===== config.mk =====
export PLATFORM = sky130hd
export DESIGN_NAME = frame_sync_pulse_config
export DESIGN_NICKNAME = d
export VERILOG_FILES = /design/src/shared/frame_sync_pkg.sv /design/src/rtl/frame_sync_pulse_config.sv /design/src/rtl/sync_pulse_shaper.sv
export VERILOG_INCLUDE_DIRS = /design/src /design/src/shared
export SDC_FILE = /design/constraint.sdc
export NUM_CORES = 1
export LEC_CHECK = 0
export BUFFER_PORTS_ARGS = -buffer_cell sky130_fd_sc_hd__buf_2
export CORE_MARGIN = 3
export CORE_UTILIZATION = 37
export DETAILED_ROUTE_END_ITERATION = 12
export GPL_TIMING_DRIVEN = 0
export HOLD_SLACK_MARGIN = 0.03
export PLACE_DENSITY = 0.7
export SLEW_MARGIN = 15
export SYNTH_ARGS = -nofsm -noshare
export SYNTH_HDL_FRONTEND = slang
export SYNTH_SLANG_ARGS = --single-unit

===== constraint.sdc =====
create_clock -name clk -period 2.1 [get_ports clk]
set_input_delay 0.315 -clock clk [delete_from_list [all_inputs] [get_ports clk]]
set_output_delay 0.315 -clock clk [all_outputs]
set_load 0.05 [all_outputs]

===== src/shared/frame_sync_consts.svh =====
// Constants for the frame and multiframe sync configuration block.
// Assumes inclusion by bare name from files under rtl/ and dv/.
`ifndef FRAME_SYNC_CONSTS_SVH
`define FRAME_SYNC_CONSTS_SVH

// ==========================================================
// Register indices (byte address is four times the index)
`define IDX_SYNC_PULSE_CFG 10'h07A
`define IDX_SYNC_ALIGN_CFG 10'h07B
`define IDX_SYNC_STATUS 10'h07C

// ==========================================================
// Reset values
`define RST_SYNC_PULSE_CFG 8'h00
`define RST_SYNC_ALIGN_CFG 8'h00

// ==========================================================
// Field positions, pulse configuration
`define BIT_ALT_DPLL 7
`define BIT_FRAME_FLIP 3
`define BIT_FRAME_SHAPE 2
`define BIT_MF_FLIP 1
`define BIT_MF_SHAPE 0
`define MASK_SYNC_PULSE_CFG 8'h8F

// ==========================================================
// Field positions, alignment configuration
`define BIT_UNALIGNED 7
`define BIT_FINE_SAMPLING 6
`define MASK_SYNC_ALIGN_CFG 8'hC0

// ==========================================================
// Field positions, status
`define BIT_ST_REF_OK 0
`define BIT_ST_EXT_SAMPLE 1
`define POS_ST_PRECISION 2
`define BIT_ST_FRAME_OUT 4
`define BIT_ST_MF_OUT 5

// ==========================================================
// Width reference period measurement
`define REF_CNT_W 16
`define REF_CNT_MAX 16'hFFFF

`endif


===== src/shared/frame_sync_pkg.sv =====
// Types shared by the sync configuration block and its pulse shaper.
// Assumes the constants header sits beside it under shared/.
`default_nettype none

package frame_sync_pkg;

	// ==========================================================
	// Square-wave sync levels from one DPLL
	typedef struct packed {
		logic sq_8k;
		logic sq_2k;
	} dpll_sync_s;

	// ==========================================================
	// External sync sampling precision
	typedef enum logic [1:0] {
		PREC_6M48 = 2'b00,
		PREC_19M44 = 2'b01,
		PREC_38M88 = 2'b10
	} sampling_precision_e;

	// ==========================================================
	// Pulse shaper states
	typedef enum logic [1:0] {
		SHP_IDLE = 2'b00,
		SHP_ARM = 2'b01,
		SHP_HIGH = 2'b10
	} shaper_state_e;

endpackage

`default_nettype wire

===== src/rtl/frame_sync_pulse_config.sv =====
// Frame and multiframe sync output configuration with an APB register port.
// Assumes DPLL square waves, the width reference clock level and the
// external sync sampling strobes are all synchronous to clk.
//
// Contract
// - Sync outputs come from secondary DPLL when source bit set, else primary.
// - Frame output inverts on its flip bit; pulsed or 50:50 by shape bit.
// - Multiframe output inverts on its flip bit; pulsed or 50:50 by shape bit.
// - Frame pulse lasts one width reference period; reference must be enabled.
// - Multiframe pulse lasts one width reference period; reference must be enabled.
// - Sync outputs follow other output clock alignment unless independence bit set.
// - Fine bit clear: OC-N clocks untouched, external sync sampled at 6.48 MHz.
// - Fine bit set: 19.44 MHz precision with 19.44 reference, else 38.88.
//
// The APB slave port was decided locally.
`timescale 1ns/1ps
`default_nettype none
`include "frame_sync_consts.svh"

module frame_sync_pulse_config (
	// Clock and reset
	input wire logic clk,
	input wire logic rst,
	// APB slave
	input wire logic psel,
	input wire logic penable,
	input wire logic pwrite,
	input wire logic [11:0] paddr,
	input wire logic [31:0] pwdata,
	output logic [31:0] prdata,
	output logic pready,
	output logic pslverr,
	// DPLL sync sources
	input wire frame_sync_pkg::dpll_sync_s primary_dpll_sync,
	input wire frame_sync_pkg::dpll_sync_s secondary_dpll_sync,
	// Width reference output clock
	input wire logic width_reference_output,
	input wire logic width_ref_enabled,
	// External multiframe sync input and sampling strobes
	input wire logic external_multiframe_sync_input,
	input wire logic ref_is_19m44,
	input wire logic sample_tick_6m48,
	input wire logic sample_tick_19m44,
	input wire logic sample_tick_38m88,
	// Sync outputs
	output logic frame_sync_output,
	output logic multiframe_sync_output,
	// Alignment controls toward the other output generators
	output logic sync_outputs_unaligned,
	output logic ocn_realign_enable,
	output frame_sync_pkg::sampling_precision_e sync_sampling_precision,
	// External sync sample results
	output logic ext_sync_sample,
	output logic ext_sync_fall
);

	// ==========================================================
	// Address decode shared by read and write paths
	function automatic logic is_reg(input logic [11:0] addr, input logic [9:0] idx);
		is_reg = (addr[11:2] == idx) && (addr[1:0] == 2'b00);
	endfunction

	logic [7:0] sync_pulse_config_r;
	logic [7:0] sync_alignment_config_r;
	logic [7:0] sync_status;
	logic setup;
	logic access_done;
	logic hit_pulse;
	logic hit_align;
	logic hit_status;
	logic [31:0] rd_mux;

	assign setup = psel & ~penable;
	assign access_done = psel & penable & pready;
	assign hit_pulse = is_reg(paddr, `IDX_SYNC_PULSE_CFG);
	assign hit_align = is_reg(paddr, `IDX_SYNC_ALIGN_CFG);
	assign hit_status = is_reg(paddr, `IDX_SYNC_STATUS);

	// ==========================================================
	// APB handshake: one wait-free access phase after each setup
	always_ff @(posedge clk) begin
		if (rst) begin
			pready <= 1'b0;
		end else begin
			pready <= setup;
		end
	end

	// Error flagged for any address outside the three words
	always_ff @(posedge clk) begin
		if (rst) begin
			pslverr <= 1'b0;
		end else if (setup) begin
			pslverr <= ~(hit_pulse | hit_align | hit_status);
		end else begin
			pslverr <= 1'b0;
		end
	end

	// Read data captured in setup so it stands through the access phase
	always_comb begin
		rd_mux = 32'h0000_0000;
		if (hit_pulse) begin
			rd_mux = {24'h00_0000, sync_pulse_config_r};
		end else if (hit_align) begin
			rd_mux = {24'h00_0000, sync_alignment_config_r};
		end else if (hit_status) begin
			rd_mux = {24'h00_0000, sync_status};
		end
	end

	always_ff @(posedge clk) begin
		if (rst) begin
			prdata <= 32'h0000_0000;
		end else if (setup && !pwrite) begin
			prdata <= rd_mux;
		end
	end

	// ==========================================================
	// Configuration registers; masking keeps unused bits at zero
	always_ff @(posedge clk) begin
		if (rst) begin
			sync_pulse_config_r <= `RST_SYNC_PULSE_CFG;
		end else if (access_done && pwrite && hit_pulse) begin
			sync_pulse_config_r <= pwdata[7:0] & `MASK_SYNC_PULSE_CFG;
		end
	end

	always_ff @(posedge clk) begin
		if (rst) begin
			sync_alignment_config_r <= `RST_SYNC_ALIGN_CFG;
		end else if (access_done && pwrite && hit_align) begin
			sync_alignment_config_r <= pwdata[7:0] & `MASK_SYNC_ALIGN_CFG;
		end
	end

	// ==========================================================
	// Width reference edge detect and period measurement
	logic ref_d_r;
	logic ref_rise;
	logic [15:0] ref_cnt_r;
	logic [15:0] ref_period_r;
	logic [1:0] ref_edges_r;
	logic ref_ok;

	assign ref_rise = width_reference_output & ~ref_d_r;

	always_ff @(posedge clk) begin
		if (rst) begin
			ref_d_r <= 1'b0;
		end else begin
			ref_d_r <= width_reference_output;
		end
	end

	// Saturating cycle count since the last rising edge
	always_ff @(posedge clk) begin
		if (rst) begin
			ref_cnt_r <= 16'h0000;
		end else if (ref_rise) begin
			ref_cnt_r <= 16'h0001;
		end else if (ref_cnt_r != `REF_CNT_MAX) begin
			ref_cnt_r <= ref_cnt_r + 16'h0001;
		end
	end

	always_ff @(posedge clk) begin
		if (rst) begin
			ref_period_r <= 16'h0000;
		end else if (ref_rise) begin
			ref_period_r <= ref_cnt_r;
		end
	end

	// A stalled reference invalidates the period so no pulse is stretched
	always_ff @(posedge clk) begin
		if (rst) begin
			ref_edges_r <= 2'b00;
		end else if (!width_ref_enabled || ref_cnt_r == `REF_CNT_MAX) begin
			ref_edges_r <= 2'b00;
		end else if (ref_rise && ref_edges_r != 2'b11) begin
			ref_edges_r <= ref_edges_r + 2'b01;
		end
	end

	// Pulsed mode needs an enabled, measured reference
	assign ref_ok = width_ref_enabled && (ref_edges_r == 2'b11);

	// ==========================================================
	// Source selection between the two DPLLs
	frame_sync_pkg::dpll_sync_s src_sel;
	logic [1:0] src_lvl;
	logic [1:0] flip;
	logic [1:0] pulsed;
	logic [1:0] sync_q;

	assign src_sel = sync_pulse_config_r[`BIT_ALT_DPLL] ?
		secondary_dpll_sync : primary_dpll_sync;

	// Index 0 is the frame output, index 1 the multiframe output
	assign src_lvl[0] = src_sel.sq_8k;
	assign src_lvl[1] = src_sel.sq_2k;
	assign flip[0] = sync_pulse_config_r[`BIT_FRAME_FLIP];
	assign flip[1] = sync_pulse_config_r[`BIT_MF_FLIP];
	assign pulsed[0] = sync_pulse_config_r[`BIT_FRAME_SHAPE];
	assign pulsed[1] = sync_pulse_config_r[`BIT_MF_SHAPE];

	// ==========================================================
	// One shaper per sync output
	genvar gi;
	generate
		for (gi = 0; gi < 2; gi = gi + 1) begin : g_shape
			sync_pulse_shaper u_shape (
				.clk(clk),
				.rst(rst),
				.src_level(src_lvl[gi]),
				.flip(flip[gi]),
				.pulsed(pulsed[gi]),
				.unaligned(sync_alignment_config_r[`BIT_UNALIGNED]),
				.ref_rise(ref_rise),
				.ref_ok(ref_ok),
				.ref_period(ref_period_r),
				.sync_out(sync_q[gi])
			);
		end
	endgenerate

	// Width of each pulse is one measured reference period
	assign frame_sync_output = sync_q[0];
	assign multiframe_sync_output = sync_q[1];

	// ==========================================================
	// Alignment controls to the other output generators
	always_ff @(posedge clk) begin
		if (rst) begin
			sync_outputs_unaligned <= 1'b0;
		end else begin
			sync_outputs_unaligned <= sync_alignment_config_r[`BIT_UNALIGNED];
		end
	end

	// OC-N clocks only follow the external sync with fine sampling on
	always_ff @(posedge clk) begin
		if (rst) begin
			ocn_realign_enable <= 1'b0;
		end else begin
			ocn_realign_enable <= sync_alignment_config_r[`BIT_FINE_SAMPLING];
		end
	end

	// ==========================================================
	// Sampling precision choice for the external sync input
	frame_sync_pkg::sampling_precision_e prec_nxt;
	logic tick_sel;

	always_comb begin
		if (!sync_alignment_config_r[`BIT_FINE_SAMPLING]) begin
			prec_nxt = frame_sync_pkg::PREC_6M48;
		end else if (ref_is_19m44) begin
			prec_nxt = frame_sync_pkg::PREC_19M44;
		end else begin
			prec_nxt = frame_sync_pkg::PREC_38M88;
		end
	end

	always_ff @(posedge clk) begin
		if (rst) begin
			sync_sampling_precision <= frame_sync_pkg::PREC_6M48;
		end else begin
			sync_sampling_precision <= prec_nxt;
		end
	end

	// Strobe follows the applied precision, so a change takes one cycle
	always_comb begin
		case (sync_sampling_precision)
			frame_sync_pkg::PREC_6M48: tick_sel = sample_tick_6m48;
			frame_sync_pkg::PREC_19M44: tick_sel = sample_tick_19m44;
			frame_sync_pkg::PREC_38M88: tick_sel = sample_tick_38m88;
			default: tick_sel = 1'b0;
		endcase
	end

	// ==========================================================
	// External sync sample and falling-edge event
	always_ff @(posedge clk) begin
		if (rst) begin
			ext_sync_sample <= 1'b0;
		end else if (tick_sel) begin
			ext_sync_sample <= external_multiframe_sync_input;
		end
	end

	// Falling edge is the alignment point, so flag it at the sample
	always_ff @(posedge clk) begin
		if (rst) begin
			ext_sync_fall <= 1'b0;
		end else begin
			ext_sync_fall <= tick_sel & ext_sync_sample & ~external_multiframe_sync_input;
		end
	end

	// ==========================================================
	// Read-only status word
	always_comb begin
		sync_status = 8'h00;
		sync_status[`BIT_ST_REF_OK] = ref_ok;
		sync_status[`BIT_ST_EXT_SAMPLE] = ext_sync_sample;
		sync_status[`POS_ST_PRECISION +: 2] = sync_sampling_precision;
		sync_status[`BIT_ST_FRAME_OUT] = sync_q[0];
		sync_status[`BIT_ST_MF_OUT] = sync_q[1];
	end

endmodule

`default_nettype wire


===== src/rtl/sync_pulse_shaper.sv =====
// One sync output: 50:50 square or single pulse, with optional inversion.
// Assumes src_level is a square wave synchronous to clk and that the
// width reference rising-edge strobe and measured period come from above.
`timescale 1ns/1ps
`default_nettype none

module sync_pulse_shaper (
	// Clock and reset
	input wire logic clk,
	input wire logic rst,
	// Source and controls
	input wire logic src_level,
	input wire logic flip,
	input wire logic pulsed,
	input wire logic unaligned,
	// Width reference
	input wire logic ref_rise,
	input wire logic ref_ok,
	input wire logic [15:0] ref_period,
	// Result
	output logic sync_out
);

	frame_sync_pkg::shaper_state_e state_r;
	frame_sync_pkg::shaper_state_e state_nxt;
	logic src_d_r;
	logic sq_r;
	logic [15:0] cnt_r;
	logic src_rise;

	assign src_rise = src_level & ~src_d_r;

	// ==========================================================
	// Source edge history
	always_ff @(posedge clk) begin
		if (rst) begin
			src_d_r <= 1'b0;
		end else begin
			src_d_r <= src_level;
		end
	end

	// Square wave, retimed to the reference unless running independent
	always_ff @(posedge clk) begin
		if (rst) begin
			sq_r <= 1'b0;
		end else if (unaligned || ref_rise) begin
			sq_r <= src_level;
		end
	end

	// Pulse sequencing; a dead reference aborts any pulse in flight
	always_comb begin
		state_nxt = state_r;
		case (state_r)
			frame_sync_pkg::SHP_IDLE: begin
				if (src_rise) begin
					state_nxt = unaligned ? frame_sync_pkg::SHP_HIGH : frame_sync_pkg::SHP_ARM;
				end
			end
			frame_sync_pkg::SHP_ARM: begin
				if (ref_rise) begin
					state_nxt = frame_sync_pkg::SHP_HIGH;
				end
			end
			frame_sync_pkg::SHP_HIGH: begin
				if (unaligned ? (cnt_r <= 16'h0001) : ref_rise) begin
					state_nxt = frame_sync_pkg::SHP_IDLE;
				end
			end
			default: state_nxt = frame_sync_pkg::SHP_IDLE;
		endcase
		if (!pulsed || !ref_ok) begin
			state_nxt = frame_sync_pkg::SHP_IDLE;
		end
	end

	always_ff @(posedge clk) begin
		if (rst) begin
			state_r <= frame_sync_pkg::SHP_IDLE;
		end else begin
			state_r <= state_nxt;
		end
	end

	// Width counter for independent pulses, one reference period long
	always_ff @(posedge clk) begin
		if (rst) begin
			cnt_r <= 16'h0000;
		end else if (state_r != frame_sync_pkg::SHP_HIGH) begin
			cnt_r <= ref_period;
		end else if (cnt_r != 16'h0000) begin
			cnt_r <= cnt_r - 16'h0001;
		end
	end

	// Registered output with polarity applied last
	always_ff @(posedge clk) begin
		if (rst) begin
			sync_out <= 1'b0;
		end else if (pulsed) begin
			sync_out <= flip ^ (state_nxt == frame_sync_pkg::SHP_HIGH);
		end else begin
			sync_out <= flip ^ sq_r;
		end
	end

endmodule

`default_nettype wire


==> results of run 1 <==
-- worst min path at each step --
stage	endpoint	cells after the start
detailed placement	prdata[7]	2
global route	sync_sampling_precision[1]	2
floorplan	sync_sampling_precision[1]	1
global placement	prdata[4]	2
CTS	sync_sampling_precision[1]	2
finish	sync_sampling_precision[1]	2
-- sequential cells by signal, indices dropped and copies added (netlist names), 2 cells and up --
signal and count:
g_shape.u_shape.cnt_r 32, sync_sampling_precision 2, ref_period_r 16, g_shape.u_shape.state_r 4
sync_alignment_config_r 2, ref_edges_r 2, g_shape.u_shape.sync_out 2, g_shape.u_shape.src_d_r 2
ref_cnt_r 16, g_shape.u_shape.sq_r 2, sync_pulse_config_r 5, prdata 8
-- synthesized netlist by cell type (all sizes together) (2+ instances only) --
cell type,number,area [um^2]
a2111oi,3,26.3
a211oi,31,248
a21boi,3,22.5
a21oi,54,270
a221oi,2,17.5
a22o,2,17.5
a31oi,3,18.8
and2,2,12.5
and3,3,20.0
and4,5,43.8
buf,29,201
clkbuf,24,90.1
dfxtp,100,2000
ha,8,100
inv,9,33.8
mux2,2,22.5
mux2i,7,70.1
nand2,76,288
nand2b,11,68.8
nand3,23,120
nand3b,3,22.5
nand4,9,56.3
nor2,60,225
nor2b,10,62.6
nor3,20,105
nor3b,4,30.0
nor4,16,173
nor4b,3,26.3
o211ai,2,15.0
o21a,3,22.5
o21ai,20,100
o22ai,2,12.5
o32ai,2,17.5
or2,3,18.8
or3,5,31.3
or3b,3,26.3
or4,4,37.5
xnor2,25,219
xor2,4,35.0
-- cells by family after synthesis --
family	synth area share
AO/OA/AOI/OAI	0.168
XOR/XNOR	0.0508
adder cells (fa/ha/maj)	0.0200
buffers and inverters	0.0651
flip-flops	0.401
multiplexers	0.0185
other	0.000750
AND/OR/NAND/NOR	0.276
-- layer usage --
layer / track usage / up-vias
li1: - / 2309
met1: 0.236 / 2110
met2: 0.283 / 133
met3: 0.0276 / 15
met4: 0.0539 / 0
met5: 0 / -
-- power groups by stage --
stage | registers [mW] | logic [mW] | clock network (mW)
after detailed placement | 1.98 | 0.389 | 0
after global placement | 1.98 | 0.386 | 0
after global routing | 1.94 | 0.451 | 1.75
final | 1.93 | 0.416 | 1.67
after floorplan | 2.00 | 0.277 | 0
after CTS | 1.94 | 0.398 | 1.69
-- final cells by class --
type / instances / area (um^2) / area share
clock buffer: 12 / 246 / 0.0400
inverter: 9 / 36.3 / 0.00589
clock inverter: 3 / 46.3 / 0.00752
tap: 172 / 215 / 0.0350
sequential: 100 / 2020 / 0.328
multi-input combinational: 465 / 2900 / 0.470
timing repair buffer: 68 / 393 / 0.0638
buffer: 53 / 307 / 0.0498
-- what timing repair did --
action | 4_1_cts | 5_1_grt
gates resized for setup | 16 | 38
setup endpoints to repair | 37 | 28
gates cloned | 0 | 1
buffers inserted | 7 | 11
pin swaps | 2 | 12
==> metrics.yaml, run 1 <==
critical_path:
  reg2regPathDepth: 8
  slowest_stage: "or4_4"
  crit_top_cell: "buf_4"
  crit_required_ns: 2.36
  critical_path.startpoint: "g_shape[1].u_shape.cnt_r[8]"
  critPathKind: "flop to flop"
  cp.depth: 8
  rr_endpoint: "g_shape[1].u_shape.cnt_r[0]"
  cp_num_buf_inv: 3
  path_max_fanout: 6
  critPathCaptureType: "flop"
  critPathArrivalTime_ns: 2.37
  rrSetupSlack_ns: -0.009
  crit_chain: "or4_4, buf_6, nor4_4, buf_4, buf_4, and3_1, o21ai_1, a21oi_1"
  cp_slowest_stage_delay_ns: 0.53
  start_kind: "flop"
  endpoint: "g_shape[1].u_shape.cnt_r[0]"
  reg2reg_from: "g_shape[1].u_shape.cnt_r[8]"
  cp_top_family: "simple AND/OR/NAND/NOR gates"
clock_tree:
  holdBufCountCts: 0
  ctsRootBufferMaster: "clkbuf_16"
  cts_sinks: 100
  clk_pin_slew_ns: 0.07
  cts_max_level: 3
  tritoncts: "done"
  cts_made_buffers: 9
  clock_latency_ns: 0.34
  clock_path_buffers: 2
placed_design:
  io_buffers: 50
  placed_cells: 848
  dpl.hpwl_um: 9060
  pre_cts_ws_ns: -0.375
  globalplace.congestion: 0.875
  placed_cell_area_mm2: 0.00555
finish:
  final_cells: 882
  syn2layout_area_growth_pct: 23.2
  nNetsFinal: 774
  n_antenna_cell: 0
  nFillCells: 1289
  stdcell_area_mm2: 0.00616
  final_cell_mix: "92 x dfxtp_1, 75 x nand2_1, 59 x nor2_1"
  post-route-util: 0.476
  final_common_cell: "dfxtp_1"
  drive_gt1_frac: 0.232
status:
  status: "finished with violations"
  violations: "negative setup slack"
hold_path:
  min-delay-start: "ref_is_19m44"
  min_path_type: "primary input to flop"
sta:
  fin_skew_ns: 0.0110
  drv_slew: 0
  finalHoldViolCount: 0
  relSlewSlack: 0.498
  setup_tns_ns: -0.0107
  fin_hold_ws_ns: 0.135
  fmax_ghz: 0.474
  period_needed_ns: 2.11
  tightest_slew_ns: 0.746
  layout_setup_ws_ns: -0.00890
  fin_crit_sh: 1.00
  final-setup-viol-count: 2
  rsz0062_at_grt: "yes"
power:
  power_density_mw_per_mm2: 653
  p_leak_nw: 2.34
  p_switching_mw: 1.01
  p_seq_frac: 0.481
  pwr-share-comb: 0.103
  clkPwrFrac: 0.415
  p_sw_frac: 0.251
  p_int_mw: 3.01
  peakVddDrop_uv: 403
  p_total_mw: 4.02
detailed_routing:
  drt-initial-drc-count: 335
  top_layer: "met4"
  detail_route.first_pass.iterations: 5
  antenna_left: 0
  vias: 4567
  wl_met2_um: 5990
  met1Wirelength_um: 5920
  route.detailed.drc: 0
  wl_per_cell_um: 14.5
  wl_met3_um: 664
  wirelength_um: 12800
  vias_per_cell: 5.18
die:
  initial_core_util: 0.387
  io_pins: 102
  coreArea_mm2: 0.0129
  fp.dieW_um: 122
  dieHeight_um: 122
  rows: 41
  die_area_mm2: 0.0149
grt:
  grt_use_total: 0.173
  grt_pass1_vias: 4303
  grt_max_degree: 16
  grt_first_pass_wirelength_um: 21000
  antenna_found_initial: 0
  grt_overflow_total: 0
logic_synthesis:
  syn_area_mm2: 0.00500
  seq_area_frac_synth: 0.401
  yosys_warnings: 0
  ys_seq_elements: 100
  syn_inst: 603
  yosys_most_used_dff: "dfxtp_1"
  synthArstFlopShare: 0
  synth_cell_types: 59
  avgSynthCellArea_um2: 8.29
  synth_edf_count: 0
job:
  maxCapViolations: 0
Note: power is estimated with default switching activity, not from simulation.
==> run 2: changes to the inputs <==
- PLACE_DENSITY: 0.7 -> not set
- PLACE_DENSITY_LB_ADDON: not set -> 0.05
- clock period: 2.1 -> 1.8 ns (I/O delays scaled with it)
==> run 2 against run 1 <==
  * Core utilization rose by 2.5 points
  * Largest power group unchanged
  * Final area rose by 5.3%
  * Clock skew fell by 0.0045 ns
  * Register-to-register slack got worse by 0.27 ns
  * Largest cell class unchanged
  * Non-clock buffer count rose by 7
  * Worst setup slack got worse by 0.27 ns
  * Highest routed layer unchanged
  * Cell count rose by 0.91%
  * The run still ends with negative setup slack left
  * Global-route usage rose by 2.3 points
  * Sequential power rose by 17%
  * First-iteration DRC count fell by 26%
  * Critical path depth did not move
  * Via count rose by 1.4%
==> metrics.yaml, run 2 (synthesized netlist as in run 1, its figures left out) <==
placed_design:
  globalplace.congestion: 0.820
  io_buffers: 50
  pre_cts_ws_ns: -0.549
  dpl.hpwl_um: 10200
finish:
  n_antenna_cell: 0
  syn2layout_area_growth_pct: 29.7
  drive_gt1_frac: 0.297
  nNetsFinal: 781
  largest_reg_flops: 32
  top_regs: "g_shape.u_shape.cnt_r: 32 flops, ref_cnt_r: 16 flops, ref_period_r: 16 flops"
  final_common_cell: "dfxtp_1"
  nFillCells: 1279
  final_cell_mix: "85 x dfxtp_1, 72 x nand2_1, 59 x nor2_1"
  top_register: "g_shape.u_shape.cnt_r"
  post-route-util: 0.501
die:
  coreArea_mm2: 0.0129
  dieHeight_um: 122
  io_pins: 102
  die_area_mm2: 0.0149
  initial_core_util: 0.387
  fp.dieW_um: 122
  rows: 41
clock_tree:
  cts_max_level: 3
  cts_made_buffers: 9
  tritoncts: "done"
  clk_pin_slew_ns: 0.06
  clock_latency_ns: 0.35
  clock_path_buffers: 2
  ctsRootBufferMaster: "clkbuf_16"
  cts_sinks: 100
  holdBufCountCts: 0
power:
  p_seq_frac: 0.483
  power_density_mw_per_mm2: 720
  p_total_mw: 4.67
  peakVddDrop_uv: 523
  p_switching_mw: 1.19
  p_sw_frac: 0.254
  clkPwrFrac: 0.404
  p_leak_nw: 2.49
  p_int_mw: 3.48
  pwr-share-comb: 0.112
detailed_routing:
  vias: 4631
  detail_route.first_pass.iterations: 4
  wl_per_cell_um: 16.0
  vias_per_cell: 5.20
  route.detailed.drc: 0
  antenna_left: 0
  wirelength_um: 14300
  drt-initial-drc-count: 248
grt:
  grt_overflow_total: 0
  grt_max_degree: 16
  grt_first_pass_wirelength_um: 23000
  grt_pass1_vias: 4421
  grt_use_total: 0.197
  antenna_found_initial: 0
critical_path:
  crit_chain: "inv_2, ha_4, or4b_4, or4_4, buf_4, nor2_4, xnor2_2, a211oi_2"
  start_kind: "flop"
  slowest_stage: "or4_4"
  cp_top_family: "simple AND/OR/NAND/NOR gates"
  critPathArrivalTime_ns: 2.30
  crit_required_ns: 2.03
  critPathKind: "flop to flop"
  cp_num_buf_inv: 2
  cp_slowest_stage_delay_ns: 0.49
  critPathCaptureType: "flop"
  path_max_fanout: 4
sta:
  fin_skew_ns: 0.00650
  relSlewSlack: 0.547
  rsz0062_at_grt: "yes"
  tightest_slew_ns: 0.680
  fmax_ghz: 0.482
  fin_hold_ws_ns: 0.0841
  period_needed_ns: 2.07
  drv_slew: 0
  setup_tns_ns: -1.80
  layout_setup_ws_ns: -0.274
  fin_crit_sh: 1.15
  finalHoldViolCount: 0
  final-setup-viol-count: 18
status:
  violations: "negative setup slack"
  status: "finished with violations"
hold_path:
  min_path_type: "primary input to flop"
job:
  maxCapViolations: 0
## run 2: changes by cell type in the layout (fill, tap and decap cells not counted), sizes merged
cell / previous run / this run
buf: 98 / 106
clkinv: 0 / 5
clkbuf: 35 / 32
clkinvlp: 1 / 0
inv: 10 / 9
## run 2: power groups by stage
stage,combinational [mW],sequential [mW],clock [mW]
floorplan,0.327,2.33,0
global placement,0.461,2.31,0
detailed placement,0.463,2.31,0
CTS,0.493,2.26,1.95
global route,0.570,2.26,2.03
finish,0.525,2.25,1.89
## run 2: through the flow
step	std cells	area, um^2
global placement	848	5610
detailed placement	848	5610
CTS	882	6230
finish	890	6480
global route	890	6480
floorplan	626	5140
## run 2: worst register-to-register path, delay by kind of cell, from the launching register on
| family | cells | cell delay [ns] |
|---|---|---|
| XOR/XNOR | 1 | 0.12 |
| AND/OR/NAND/NOR | 3 | 1.06 |
| flip-flops | 1 | 0.33 |
| adder cells (fa/ha/maj) | 1 | 0.13 |
| AO/OA/AOI/OAI | 1 | 0.08 |
| buffers and inverters | 2 | 0.24 |
## run 2: what timing repair did
item	4_1_cts	5_1_grt
pin swaps	23	24
gates cloned	1	0
buffers inserted	17	8
hold endpoints to repair	0	0
endpoints found under the setup margin	51	58
gates resized for setup	50	48
## run 2: area by class of cell
class	instances	area [um^2]	share of cell area
flip-flops and latches	100	2030	0.313
clock inverters	6	55.1	0.00849
inverters	9	36.3	0.00560
multi-input cells	465	3140	0.484
plain buffers	53	322	0.0496
repair buffers	75	454	0.0701
clock buffers	10	229	0.0353
well taps	172	215	0.0332
## run 2: final timing paths
path | startpoint | to | slack (ns) | cells after the start
hold / removal | ref_is_19m44 | sync_sampling_precision[1] | 0.08 | 2
setup reg to reg | g_shape[1].u_shape.cnt_r[1] | g_shape[1].u_shape.cnt_r[12] | -0.27 | 8
setup / recovery | g_shape[1].u_shape.cnt_r[1] | g_shape[1].u_shape.cnt_r[12] | -0.27 | 8
hold reg to reg | prdata[4] | prdata[4] | 0.46 | 2
## run 2: layer usage
metal	track usage	share of wire
met1	0.262	0.47
met2	0.323	0.47
met3	0.0465	0.046
met5	0	0
met4	0.0490	0.015
